<file path="src/hdl/brs_pkg.sv">
// constants, field layouts and state codes for the brown-out reset sequencer
// assumes a single 100 MHz system clock and a plain strobe register port
`default_nettype none
package brs_pkg;

  localparam int CLOCK_MHZ = 100;
  localparam int SETTLE_US = 20; // regulator_settle_time
  localparam int SETTLE_CYC = SETTLE_US * CLOCK_MHZ;
  localparam int FSCM_US = 100; // failsafe_monitor_delay
  localparam int FSCM_CYC = FSCM_US * CLOCK_MHZ;
  localparam int TIMER_W = 24;

  // register port
  localparam int ADDR_W = 4;
  localparam int DATA_W = 16;
  localparam logic [ADDR_W-1:0] OFS_CAUSE = 4'h0; // reset_cause_register
  localparam logic [ADDR_W-1:0] OFS_OSC = 4'h1; // osc_control_register
  localparam logic [ADDR_W-1:0] OFS_CONFIG = 4'h2;
  localparam logic [ADDR_W-1:0] OFS_IRQ_STAT = 4'h3;
  localparam logic [ADDR_W-1:0] OFS_IRQ_MASK = 4'h4;
  localparam logic [ADDR_W-1:0] OFS_STATE = 4'h5;

  // reset cause fields
  localparam int CAUSE_POR_BIT = 0;
  localparam int CAUSE_DIP_BIT = 1;
  localparam logic [1:0] CAUSE_RST = 2'h1; // power-on sets its own bit
  // osc control fields
  localparam int OSC_SEL_LSB = 0;
  localparam int OSC_KIND_LSB = 3;
  localparam int OSC_LOCK_BIT = 5;
  // config fields
  localparam int CFG_DELAY_EN_BIT = 0;
  localparam logic CFG_DELAY_EN_RST = 1'h1;
  // interrupt status and mask fields
  localparam int IRQ_W = 2;
  localparam int IRQ_DIP_BIT = 0;
  localparam int IRQ_RELEASE_BIT = 1;
  localparam logic [IRQ_W-1:0] IRQ_MASK_RST = 2'h0;

  // initial_osc_select codes
  localparam logic [2:0] SEL_FAST_RC = 3'h0;
  localparam logic [2:0] SEL_FAST_RC_PLL = 3'h1;
  localparam logic [2:0] SEL_PRIMARY = 3'h2;
  localparam logic [2:0] SEL_PRIMARY_PLL = 3'h3;
  localparam logic [2:0] SEL_SECONDARY = 3'h4;
  // primary_osc_kind codes
  localparam logic [1:0] KIND_EXT_CLOCK = 2'h0;
  localparam logic [1:0] KIND_XTAL_LOW = 2'h1;
  localparam logic [1:0] KIND_XTAL_HIGH = 2'h2;
  localparam logic [1:0] KIND_OFF = 2'h3;

  typedef enum logic [4:0] {
    ST_DOWN = 5'h01,
    ST_SETTLE = 5'h02,
    ST_HOLD = 5'h04,
    ST_RUN = 5'h08,
    ST_DIP = 5'h10
  } brs_state_t;

endpackage
`default_nettype wire

</file>
<file path="src/hdl/brs_timer.sv">
// one-shot down counter used for every hold interval of the sequencer
// assumes start is a one-cycle pulse on the system clock
`timescale 1ns/1ps
`default_nettype none
module brs_timer #(
  parameter int W = 24
) (
  input wire logic i_clock, // system clock
  input wire logic i_rstn, // async reset, active low
  input wire logic i_start, // load length, one-cycle pulse
  input wire logic [W-1:0] i_length, // interval in clock cycles
  output logic o_done // high while no interval is running
);

  logic [W-1:0] count;
  logic [W-1:0] next_count;

  // load on start, otherwise count down to zero and stay there
  always_comb begin
    next_count = count;
    if (i_start) begin
      next_count = i_length;
    end else if (count != '0) begin
      next_count = count - 1'b1;
    end
  end

  always_ff @(posedge i_clock or negedge i_rstn) begin
    if (!i_rstn) begin
      count <= '0;
    end else begin
      count <= next_count;
    end
  end

  assign o_done = (count == '0);

endmodule
`default_nettype wire

</file>
<file path="src/hdl/brownout_reset_sequencer.sv">
// reset and start-up sequencer: regulator settle, dip reset, clock hold
// assumes asynchronous analog flags and straps, registers on a strobe port
//
// The register offsets and the strobed register port were left to the implementer.
`timescale 1ns/1ps
`default_nettype none
module brownout_reset_sequencer
  import brs_pkg::*;
#(
  parameter int STARTUP_CYCLES = 1024,
  parameter int POWER_UP_CYCLES = 4000,
  parameter int FSCM_CYCLES = FSCM_CYC
) (
  input wire logic i_clock, // 100 MHz system clock
  input wire logic i_rstn, // power-on reset, active low
  input wire logic i_supply_dip, // dip comparator, async level
  input wire logic i_power_down, // power-down request, async level
  input wire logic i_pll_locked, // pll settled flag, async level
  input wire logic [2:0] i_initial_osc_select, // strap field
  input wire logic [1:0] i_primary_osc_kind, // strap field
  input wire logic [ADDR_W-1:0] i_addr, // register address
  input wire logic [DATA_W-1:0] i_wdata, // write data
  input wire logic i_wr, // write strobe
  input wire logic i_rd, // read strobe
  output logic [DATA_W-1:0] o_rdata, // read data, cycle after strobe
  output logic o_core_reset_n, // internal reset, active low
  output logic o_clock_hold, // system clock withheld
  output logic o_dip_reset, // one-cycle reset pulse on a dip
  output logic [2:0] o_osc_select, // clock source in use
  output logic o_irq // level interrupt
);

  localparam int SYNC_W = 8;

  // every analog flag and strap crosses in through two flip-flops
  logic [SYNC_W-1:0] sync_raw;
  logic [SYNC_W-1:0] sync_meta;
  logic [SYNC_W-1:0] sync_out;

  assign sync_raw = {i_supply_dip, i_power_down, i_pll_locked,
                     i_initial_osc_select, i_primary_osc_kind};

  genvar g;
  generate
    for (g = 0; g < SYNC_W; g++) begin : g_sync
      always_ff @(posedge i_clock or negedge i_rstn) begin
        if (!i_rstn) begin
          sync_meta[g] <= 1'b0;
          sync_out[g] <= 1'b0;
        end else begin
          sync_meta[g] <= sync_raw[g];
          sync_out[g] <= sync_meta[g];
        end
      end
    end
  endgenerate

  logic dip;
  logic power_down;
  logic pll_locked;
  logic [2:0] strap_sel;
  logic [1:0] strap_kind;

  assign dip = sync_out[7];
  assign power_down = sync_out[6];
  assign pll_locked = sync_out[5];
  assign strap_sel = sync_out[4:2];
  assign strap_kind = sync_out[1:0];

  // sequencer state and the clock source latched at each reset
  brs_state_t state;
  brs_state_t next_state;
  logic [2:0] cur_sel;
  logic [2:0] next_cur_sel;
  logic [1:0] cur_kind;
  logic [1:0] next_cur_kind;
  logic delay_en;
  logic settle_done;
  logic startup_done;
  logic delay_done;
  logic settle_start;
  logic hold_start;
  logic osc_mode;
  logic pll_used;
  logic crystal;
  logic fscm_case;
  logic startup_needed;
  logic clock_ready;
  logic [TIMER_W-1:0] delay_len;

  // decode of the latched source fields
  always_comb begin
    osc_mode = (cur_sel == SEL_PRIMARY) || (cur_sel == SEL_PRIMARY_PLL) ||
               (cur_sel == SEL_SECONDARY);
    pll_used = (cur_sel == SEL_FAST_RC_PLL) || (cur_sel == SEL_PRIMARY_PLL);
    crystal = osc_mode && ((cur_kind == KIND_XTAL_LOW) ||
                           (cur_kind == KIND_XTAL_HIGH));
    fscm_case = !delay_en && crystal;
    // the fail-safe delay stands alone, so the start-up timer is not waited
    startup_needed = osc_mode && !fscm_case;
    clock_ready = (startup_done || !startup_needed) &&
                  (pll_locked || !pll_used);
    if (delay_en) begin
      delay_len = TIMER_W'(POWER_UP_CYCLES);
    end else if (crystal) begin
      delay_len = TIMER_W'(FSCM_CYCLES);
    end else begin
      delay_len = '0;
    end
  end

  // dip has top priority in every state except ST_DOWN, where it is ignored
  always_comb begin
    next_state = state;
    next_cur_sel = cur_sel;
    next_cur_kind = cur_kind;
    if (dip && state != ST_DOWN) begin
      next_state = ST_DIP;
    end else begin
      case (state)
        ST_DOWN: begin
          if (!power_down) begin
            next_state = ST_SETTLE;
          end
        end
        ST_SETTLE: begin
          if (power_down) begin
            next_state = ST_DOWN;
          end else if (settle_done) begin
            next_state = ST_HOLD;
          end
        end
        ST_HOLD: begin
          if (power_down) begin
            next_state = ST_DOWN;
          end else if (clock_ready && delay_done) begin
            next_state = ST_RUN;
          end
        end
        ST_RUN: begin
          if (power_down) begin
            next_state = ST_DOWN;
          end
        end
        ST_DIP: begin
          if (!dip) begin
            next_state = ST_HOLD;
          end
        end
        default: begin
          next_state = ST_DOWN;
        end
      endcase
    end
    // the source is taken from the straps whenever a hold phase begins
    if (next_state == ST_HOLD && state != ST_HOLD) begin
      next_cur_sel = strap_sel;
      next_cur_kind = strap_kind;
    end
  end

  always_ff @(posedge i_clock or negedge i_rstn) begin
    if (!i_rstn) begin
      state <= ST_DOWN;
      cur_sel <= SEL_FAST_RC;
      cur_kind <= KIND_OFF;
    end else begin
      state <= next_state;
      cur_sel <= next_cur_sel;
      cur_kind <= next_cur_kind;
    end
  end

  // timers load on the edge that enters their state
  assign settle_start = (next_state == ST_SETTLE) && (state != ST_SETTLE);
  assign hold_start = (next_state == ST_HOLD) && (state != ST_HOLD);

  brs_timer #(
    .W(TIMER_W)
  ) u_settle (
    .i_clock(i_clock),
    .i_rstn(i_rstn),
    .i_start(settle_start),
    .i_length(TIMER_W'(SETTLE_CYC)),
    .o_done(settle_done)
  );

  brs_timer #(
    .W(TIMER_W)
  ) u_osc_startup (
    .i_clock(i_clock),
    .i_rstn(i_rstn),
    .i_start(hold_start),
    .i_length(TIMER_W'(STARTUP_CYCLES)),
    .o_done(startup_done)
  );

  // source fields at entry are not latched yet, so length uses the straps
  logic [TIMER_W-1:0] entry_delay_len;
  logic entry_crystal;

  always_comb begin
    entry_crystal = ((strap_sel == SEL_PRIMARY) ||
                     (strap_sel == SEL_PRIMARY_PLL) ||
                     (strap_sel == SEL_SECONDARY)) &&
                    ((strap_kind == KIND_XTAL_LOW) ||
                     (strap_kind == KIND_XTAL_HIGH));
    if (delay_en) begin
      entry_delay_len = TIMER_W'(POWER_UP_CYCLES);
    end else if (entry_crystal) begin
      entry_delay_len = TIMER_W'(FSCM_CYCLES);
    end else begin
      entry_delay_len = delay_len & '0;
    end
  end

  brs_timer #(
    .W(TIMER_W)
  ) u_power_up (
    .i_clock(i_clock),
    .i_rstn(i_rstn),
    .i_start(hold_start),
    .i_length(entry_delay_len),
    .o_done(delay_done)
  );

  // sequencer outputs, registered
  logic next_core_reset_n;
  logic next_clock_hold;
  logic next_dip_reset;

  always_comb begin
    next_core_reset_n = (next_state == ST_RUN);
    next_clock_hold = 1'b1;
    if (next_state == ST_RUN) begin
      next_clock_hold = 1'b0;
    end else if (state == ST_HOLD && next_state == ST_HOLD) begin
      next_clock_hold = !clock_ready;
    end
    next_dip_reset = (next_state == ST_DIP) && (state != ST_DIP);
  end

  always_ff @(posedge i_clock or negedge i_rstn) begin
    if (!i_rstn) begin
      o_core_reset_n <= 1'b0;
      o_clock_hold <= 1'b1;
      o_dip_reset <= 1'b0;
    end else begin
      o_core_reset_n <= next_core_reset_n;
      o_clock_hold <= next_clock_hold;
      o_dip_reset <= next_dip_reset;
    end
  end

  assign o_osc_select = cur_sel;

  // register file; power-on loads the cause bits to 1 (POR bit set), a zero write clears them
  logic [1:0] cause;
  logic [1:0] next_cause;
  logic next_delay_en;
  logic [IRQ_W-1:0] irq_stat;
  logic [IRQ_W-1:0] next_irq_stat;
  logic [IRQ_W-1:0] irq_mask;
  logic [IRQ_W-1:0] next_irq_mask;
  logic [IRQ_W-1:0] irq_set;
  logic [DATA_W-1:0] next_rdata;

  assign irq_set[IRQ_DIP_BIT] = next_dip_reset;
  assign irq_set[IRQ_RELEASE_BIT] = (next_state == ST_RUN) && (state != ST_RUN);

  always_comb begin
    next_cause = cause;
    next_delay_en = delay_en;
    next_irq_stat = irq_stat;
    next_irq_mask = irq_mask;
    next_rdata = '0; // unmapped addresses read zero
    if (i_wr) begin
      case (i_addr)
        OFS_CAUSE: begin
          next_cause = cause & i_wdata[1:0]; // zero writes clear
        end
        OFS_CONFIG: begin
          next_delay_en = i_wdata[CFG_DELAY_EN_BIT];
        end
        OFS_IRQ_MASK: begin
          next_irq_mask = i_wdata[IRQ_W-1:0];
        end
        default: begin
          next_cause = cause;
        end
      endcase
    end
    if (i_rd) begin
      case (i_addr)
        OFS_CAUSE: begin
          next_rdata[1:0] = cause;
        end
        OFS_OSC: begin
          next_rdata[OSC_SEL_LSB +: 3] = cur_sel;
          next_rdata[OSC_KIND_LSB +: 2] = cur_kind;
          next_rdata[OSC_LOCK_BIT] = pll_locked;
        end
        OFS_CONFIG: begin
          next_rdata[CFG_DELAY_EN_BIT] = delay_en;
        end
        OFS_IRQ_STAT: begin
          next_rdata[IRQ_W-1:0] = irq_stat;
          next_irq_stat = '0; // read clears
        end
        OFS_IRQ_MASK: begin
          next_rdata[IRQ_W-1:0] = irq_mask;
        end
        OFS_STATE: begin
          next_rdata[4:0] = state;
        end
        default: begin
          next_rdata = '0;
        end
      endcase
    end
    // a set in the clearing cycle wins so no event is lost
    next_irq_stat = next_irq_stat | irq_set;
    if (next_dip_reset) begin
      next_cause[CAUSE_DIP_BIT] = 1'b1;
    end
  end

  always_ff @(posedge i_clock or negedge i_rstn) begin
    if (!i_rstn) begin
      cause <= CAUSE_RST;
      delay_en <= CFG_DELAY_EN_RST;
      irq_stat <= '0;
      irq_mask <= IRQ_MASK_RST;
      o_rdata <= '0;
    end else begin
      cause <= next_cause;
      delay_en <= next_delay_en;
      irq_stat <= next_irq_stat;
      irq_mask <= next_irq_mask;
      o_rdata <= next_rdata;
    end
  end

  // level interrupt; registered so it is glitch free
  always_ff @(posedge i_clock or negedge i_rstn) begin
    if (!i_rstn) begin
      o_irq <= 1'b0;
    end else begin
      o_irq <= |(next_irq_stat & next_irq_mask);
    end
  end

endmodule
`default_nettype wire

</file>
<file path="config.mk">
export PLATFORM = sky130hd
export DESIGN_NAME = brownout_reset_sequencer
export DESIGN_NICKNAME = d
export VERILOG_FILES = /design/src/hdl/brs_pkg.sv /design/src/hdl/brs_timer.sv /design/src/hdl/brownout_reset_sequencer.sv
export SDC_FILE = /design/constraint.sdc
export NUM_CORES = 1
export LEC_CHECK = 0
export ABC_AREA = 1
export BUFFER_PORTS_ARGS = -buffer_cell sky130_fd_sc_hd__buf_2
export CAP_MARGIN = 25
export CORE_UTILIZATION = 30
export DETAILED_ROUTE_END_ITERATION = 12
export SKIP_CTS_REPAIR_TIMING = 1
export SYNTH_ARGS = -nofsm -noshare
export SYNTH_HDL_FRONTEND = slang
export SYNTH_HIERARCHICAL = 1
export SYNTH_SLANG_ARGS = --single-unit
</file>
<file path="constraint.sdc">
create_clock -name i_clock -period 3.2 [get_ports i_clock]
set_input_delay 0.16 -clock i_clock [delete_from_list [all_inputs] [get_ports i_clock]]
set_output_delay 0.16 -clock i_clock [all_outputs]
set_load 0.01 [all_outputs]
</file>
# Yosys cells after proc, flatten, opt, wreduce, memory -nomap -nowiden
# Index checks and enable logic that the tools add are counted.
# classes
addsub	3
n_eq_ne	30
n_mux	31
bitwise	3
n_reduce_logical	42
# ops
op	count
2-to-1 mux 24 bit	6
zero test 24 bit	3
nonzero test 24 bit	3
subtractor 24 x 1 -> 24 bit (second input constant)	3
2-to-1 mux 5 bit	8
2-to-1 mux 14 bit	2
case mux 5 bit (5 select lines)	1
== test 3 x 2 -> 1 bit (second input constant)	4
logical AND 1 bit	12
2-to-1 mux 2 bit	6
== test 5 x 2 -> 1 bit (second input constant)	2
== test 5 x 3 -> 1 bit (second input constant)	2
== test 5 x 4 -> 1 bit (second input constant)	2
== test 5 bit (second input constant)	2
nonzero test 2 bit	5
logical OR 1 bit	9
== test 4 x 2 -> 1 bit (second input constant)	2
== test 4 x 3 -> 1 bit (second input constant)	2
== test 3 bit (second input constant)	2
2-to-1 mux 6 bit	1
case mux 1 bit (6 select lines)	1
case mux 3 bit (2 select lines)	1
AND reduction 2 bit	3
== test 5 x 1 -> 1 bit (second input constant)	1
other kinds (16)	26
# totals
regBits	125
input_bits	32
elab_cells	141

# Depth between registers and ports, before layout
# depth
depth_word	20
depth_mapped	22
depth_no_buf	20

# Cells and area by module
# Netlist, hierarchy kept.
# by_module_without_submodules
module	n_inst	cells_each	area_each_um2	seq_area_each_um2
brs_timer (u_power_up ...)	2	254	1654.1	600.6
brownout_reset_sequencer	1	200	1905.6	1083.5
brs_timer (u_osc_startup)	1	254	1619.1	600.6

# Least setup slack after synthesis
# OpenSTA, ideal clock, no wires.
# synth_path
kind	register to register
from	register u_osc_startup.count[0]
to	register u_osc_startup.count[11]
arrival_ps	2319
t_required_ps	3084
path_slack_ps	765
path_stages_with_launch	23
n_path_buf	2
path_cell_list	dfrtp_1 > inv_1 > ha_1 > nand3_1 > nor2_1 > nand3_1 > inv_1 > nor2_1 > nand2_1 > nand2_1 > nand2_1 > nand2_1 > nand4_1 > nand2_4 > nand3_4 > inv_1 > clkbuf_1 > inv_1 > nand2_2 > inv_2 > buf_6 > nand2_1 > nand2_1
# synth_via
elab_chain_cells	11
elab_cells_between_ends	15
# synth_lines
element	line	source
start: declaration	brs_timer.sv:15	logic [W-1:0] count;
start signal: assignment	brs_timer.sv:32	count <= next_count;
zero test 24 bit *	brs_timer.sv:36	assign o_done = (count == '0);
named net startup_done	brownout_reset_sequencer.sv:79	logic startup_done;
logical OR 1 bit *	brownout_reset_sequencer.sv:101	clock_ready = (startup_done || !startup_needed) &&
logical AND 1 bit *	brownout_reset_sequencer.sv:101	
logical AND 1 bit *	brownout_reset_sequencer.sv:136	end else if (clock_ready && delay_done) begin
2-to-1 mux 5 bit *	brownout_reset_sequencer.sv:136	
2-to-1 mux 5 bit *	brownout_reset_sequencer.sv:134	if (power_down) begin
case mux 5 bit (5 select lines) *	brownout_reset_sequencer.sv:120	case (state)
2-to-1 mux 5 bit *	brownout_reset_sequencer.sv:117	if (dip && state != ST_DOWN) begin
== test 5 x 3 -> 1 bit *	brownout_reset_sequencer.sv:176	assign hold_start = (next_state == ST_HOLD) && (state != ST_HOLD);
logical AND 1 bit *	brownout_reset_sequencer.sv:176	
named net hold_start	brownout_reset_sequencer.sv:82	logic hold_start;
2-to-1 mux 24 bit / nonzero test 2 bit (equally long branches)	-	
# The timed path passes the listed nets; every way through them passes the cells marked *. The select of a mux whose other input is x is not followed.
# A chain may end at the register's enable or synchronous reset.

# Worst setup path after layout
# layout_path
from	register u_osc_startup.count[0]
to	register u_osc_startup.count[20]
# Same word-level chain as after synthesis.

==> impl_metrics.ini <==
[setup_path]
critPathKind = reg -> reg
critical_path_depth = 20
reg2regPathDepth = 20
r2r_slack_ns = 0.47
cp-end-kind = flop
cp_data_required_time_ns = 3.51
critical_path_peak_fanout = 12
cpPeakStageDelay_ns = 0.37
crit_family = simple AND/OR/NAND/NOR gates
r2r_start = u_osc_startup/count[0]$_DFFE_PN0P_
cp.arrival_ns = 3.04
crit_buf_inv = 5
crit_path_frequent_cell = nand2_1
crit_path_start_kind = flop
crit_path_cell_trace = inv_1 -> ha_1 -> nand3_1 -> nor2_1 -> nand3_1 -> inv_1 -> nor2_1 -> nand2_1 -> nand2_1 -> nand2_1 -> nand2_1 -> nand4_1 -> nand2_4 -> nand3_4 -> inv_1 -> inv_1 -> nand2_2 -> inv_2 -> nand2_1 -> nand2_1
slowest_stage = dfrtp_1
r2r-end = u_osc_startup/count[20]$_DFFE_PN0P_

[yosys]
synth_area_leaders = dfrtp_1 40%, nand2_1 20%, nor2_1 7.6%, inv_1 4.8%, nand3_1 3.5%
netlist.area_leader.share = 0.399
synth-seq-cells = 115
synth.most_common_cell = nand2_1
syn_area_um2 = 6830
synth_cell_types = 39
syn_inst = 962
ys_seq_area_frac = 0.422
async_flop_share = 1.00
postSynthAreaPerCell_um2 = 7.10
ys_warn_count = 6
netlist_top_cells_count = 366 x nand2_1, 139 x nor2_1, 109 x dfrtp_1
yosysTopAreaCell = dfrtp_1
synthFlopType = dfrtp_1
synth-edff-count = 0

[global_routing]
grt_pass1_wl_mm = 26.5
first_global_vias = 5629
overflow = 0
groute.usage.overall = 0.140
antenna_found_initial = 0
grt_max_degree = 60

[clock_network]
cts_made_buffers = 17
cts_tree = built
cts_num_sinks = 115
clk_pin_slew_worst_paths_ns = 0.05
clockBufferDepth = 2
cts-root-buf = clkbuf_16
htreeDepth = 4
clk_latency_ns = 0.41

[layout]
nets = 1112
multi_input_area_um2 = 3690
antenna_cells = 0
drive_gt1_frac = 0.105
synthToLayoutAreaGrowth_pct = 19.8
seqCellArea_um2 = 2890
nFillCells = 2290

[routing]
totalWireLength_mm = 15.6
vias = 6045
routedWlPerCell_um = 11.4
drc = 0
via_per_inst = 4.42
ant_nets = 0
detailedRoute.firstPassIterationCount = 4
drt_iter0_drc = 369

[timing]
rsz0062_at_grt = false
drv_slew = 0
max_slew_margin = 0.433
tns_ns = 0
fin_skew_ns = 0.00615
setup_viol = 0
worstMarginPinSlew_ns = 0.848
post-route-min-period_ns = 2.73
fmax_mhz = 366
period_share = 0.853
hold_viol = 0

[floorplanning]
die_area_um2 = 23400
ios = 55
fp.dieW_um = 153
dieHeight_um = 153
core_area_um2 = 22100
initial_utilization = 0.309
rows = 54

[pwr]
p_sw_mw = 2.66
p_per_area_nw_per_um2 = 831
switching_share = 0.391
p_int_mw = 4.15
leakage_nw = 4.08
pwr-share-comb = 0.335
pwr-share-seq = 0.378
power_mw = 6.81
ir_drop_mv = 0.418
p_clk_frac = 0.287

[min_path]
min-delay-start = i_wdata[0]
whs_path_depth = 3
min_to = cause[0]$_DFFE_PN1P_
min_path_type = in -> reg

[status]
status = finished, final reports clean

[placement]
place.gp.congestion = 0.865
numPortBuffers = 30
place_hpwl_mm = 11.3

[flow_run]
drv_cap = 0
-- worst max-delay path by stage --
stage	slack, ns	to	start
4_1_cts	0.44	u_osc_startup/count[20]$_DFFE_PN0P_	u_osc_startup/count[0]$_DFFE_PN0P_
5_1_grt	0.18	u_osc_startup/count[23]$_DFFE_PN0P_	u_osc_startup/count[0]$_DFFE_PN0P_
3_3_place_gp	0.48	u_osc_startup/count[12]$_DFFE_PN0P_	u_osc_startup/count[0]$_DFFE_PN0P_
3_5_place_dp	0.45	u_osc_startup/count[19]$_DFFE_PN0P_	u_osc_startup/count[0]$_DFFE_PN0P_
6_report	0.47	u_osc_startup/count[20]$_DFFE_PN0P_	u_osc_startup/count[0]$_DFFE_PN0P_
2_1_floorplan	0.76	u_osc_startup/count[11]$_DFFE_PN0P_	u_osc_startup/count[0]$_DFFE_PN0P_
-- flip-flops by register name, summed over array words and instances, names as in the netlist, 3 cells and up --
register,count
u_osc_startup/count,24
u_power_up/count,24
u_settle/count,24
sync_meta,8
o_rdata,6
state,5
o_osc_select,3
strap_sel,3
-- final cells by class --
type / instances / share of cell area
Multi-Input combinational cell: 803 / 0.451
Inverter: 90 / 0.0413
Tap cell: 280 / 0.0428
Sequential cell: 115 / 0.352
Clock inverter: 9 / 0.0156
Timing Repair Buffer: 47 / 0.0388
Clock buffer: 23 / 0.0584
-- tightest hold or removal path, delay by kind of cell --
kind,cells,cell delay (ns)
AOI/OAI and AO/OA,1,0.08
buffers and inverters,2,0.17
-- stage by stage --
| step | hold slack [ns] | instances | util | setup WS [ns] | instance area (µm²) |
|---|---|---|---|---|---|
| final | 0.00430 | 1367 | 0.371 | 0.470 | 8190 |
| after global routing | 0.00998 | 1367 | 0.371 | 0.177 | 8190 |
| after CTS | -0.166 | 1357 | 0.366 | 0.442 | 8090 |
| after detailed placement | 0.270 | 1325 | 0.339 | 0.454 | 7480 |
| after global placement | 0.270 | 1325 | 0.339 | 0.485 | 7480 |
| after floorplan | -0.136 | 1034 | - | 0.765 | 7100 |
-- kinds of logic after synthesis --
logic type	Yosys count	synth area share
AO/OA/AOI/OAI	61	0.0515
XOR/XNOR	27	0.0346
adder cells (fa/ha/maj)	6	0.0110
buffers and inverters	116	0.0773
flip-flops	115	0.422
other	2	0.00110
AND/OR/NAND/NOR	635	0.402
-- placed cells by master, fill, tap and decap left out, drive strengths merged --
cell / instances
nand2: 374
nor2: 159
dfrtp: 109
inv: 90
conb: 74
nand3: 51
o21ai: 46
nand4: 37
buf: 37
clkbuf: 23
xnor2: 15
xor2: 12
nand3b: 11
dlygate4sd3: 10
dfstp: 6
ha: 6
or2: 3
o32ai: 3
clkinvlp: 3
bufinv: 3
clkinv: 3
o21bai: 3
a21oi: 2
o211ai: 1
o22a: 1
o2111ai: 1
o22ai: 1
a311oi: 1
a211oi: 1
a31oi: 1
-- routing by layer --
layer | track usage | share of wire | up-vias
li1 | - | - | 3169
met1 | 0.183 | 0.50 | 2759
met2 | 0.226 | 0.45 | 99
met3 | 0.0318 | 0.033 | 18
met4 | 0.0539 | 0.014 | 0
met5 | 0 | 0 | -
-- power by group through the flow --
stage	clock network, mW	logic (mW)	registers, mW
floorplan	0	1.85	2.44
global placement	0	2.22	2.58
detailed placement	0	2.28	2.57
CTS	1.99	2.28	2.57
global route	2.05	2.66	2.64
finish	1.95	2.28	2.57
No activity file was read; power rests on OpenSTA's default activity.
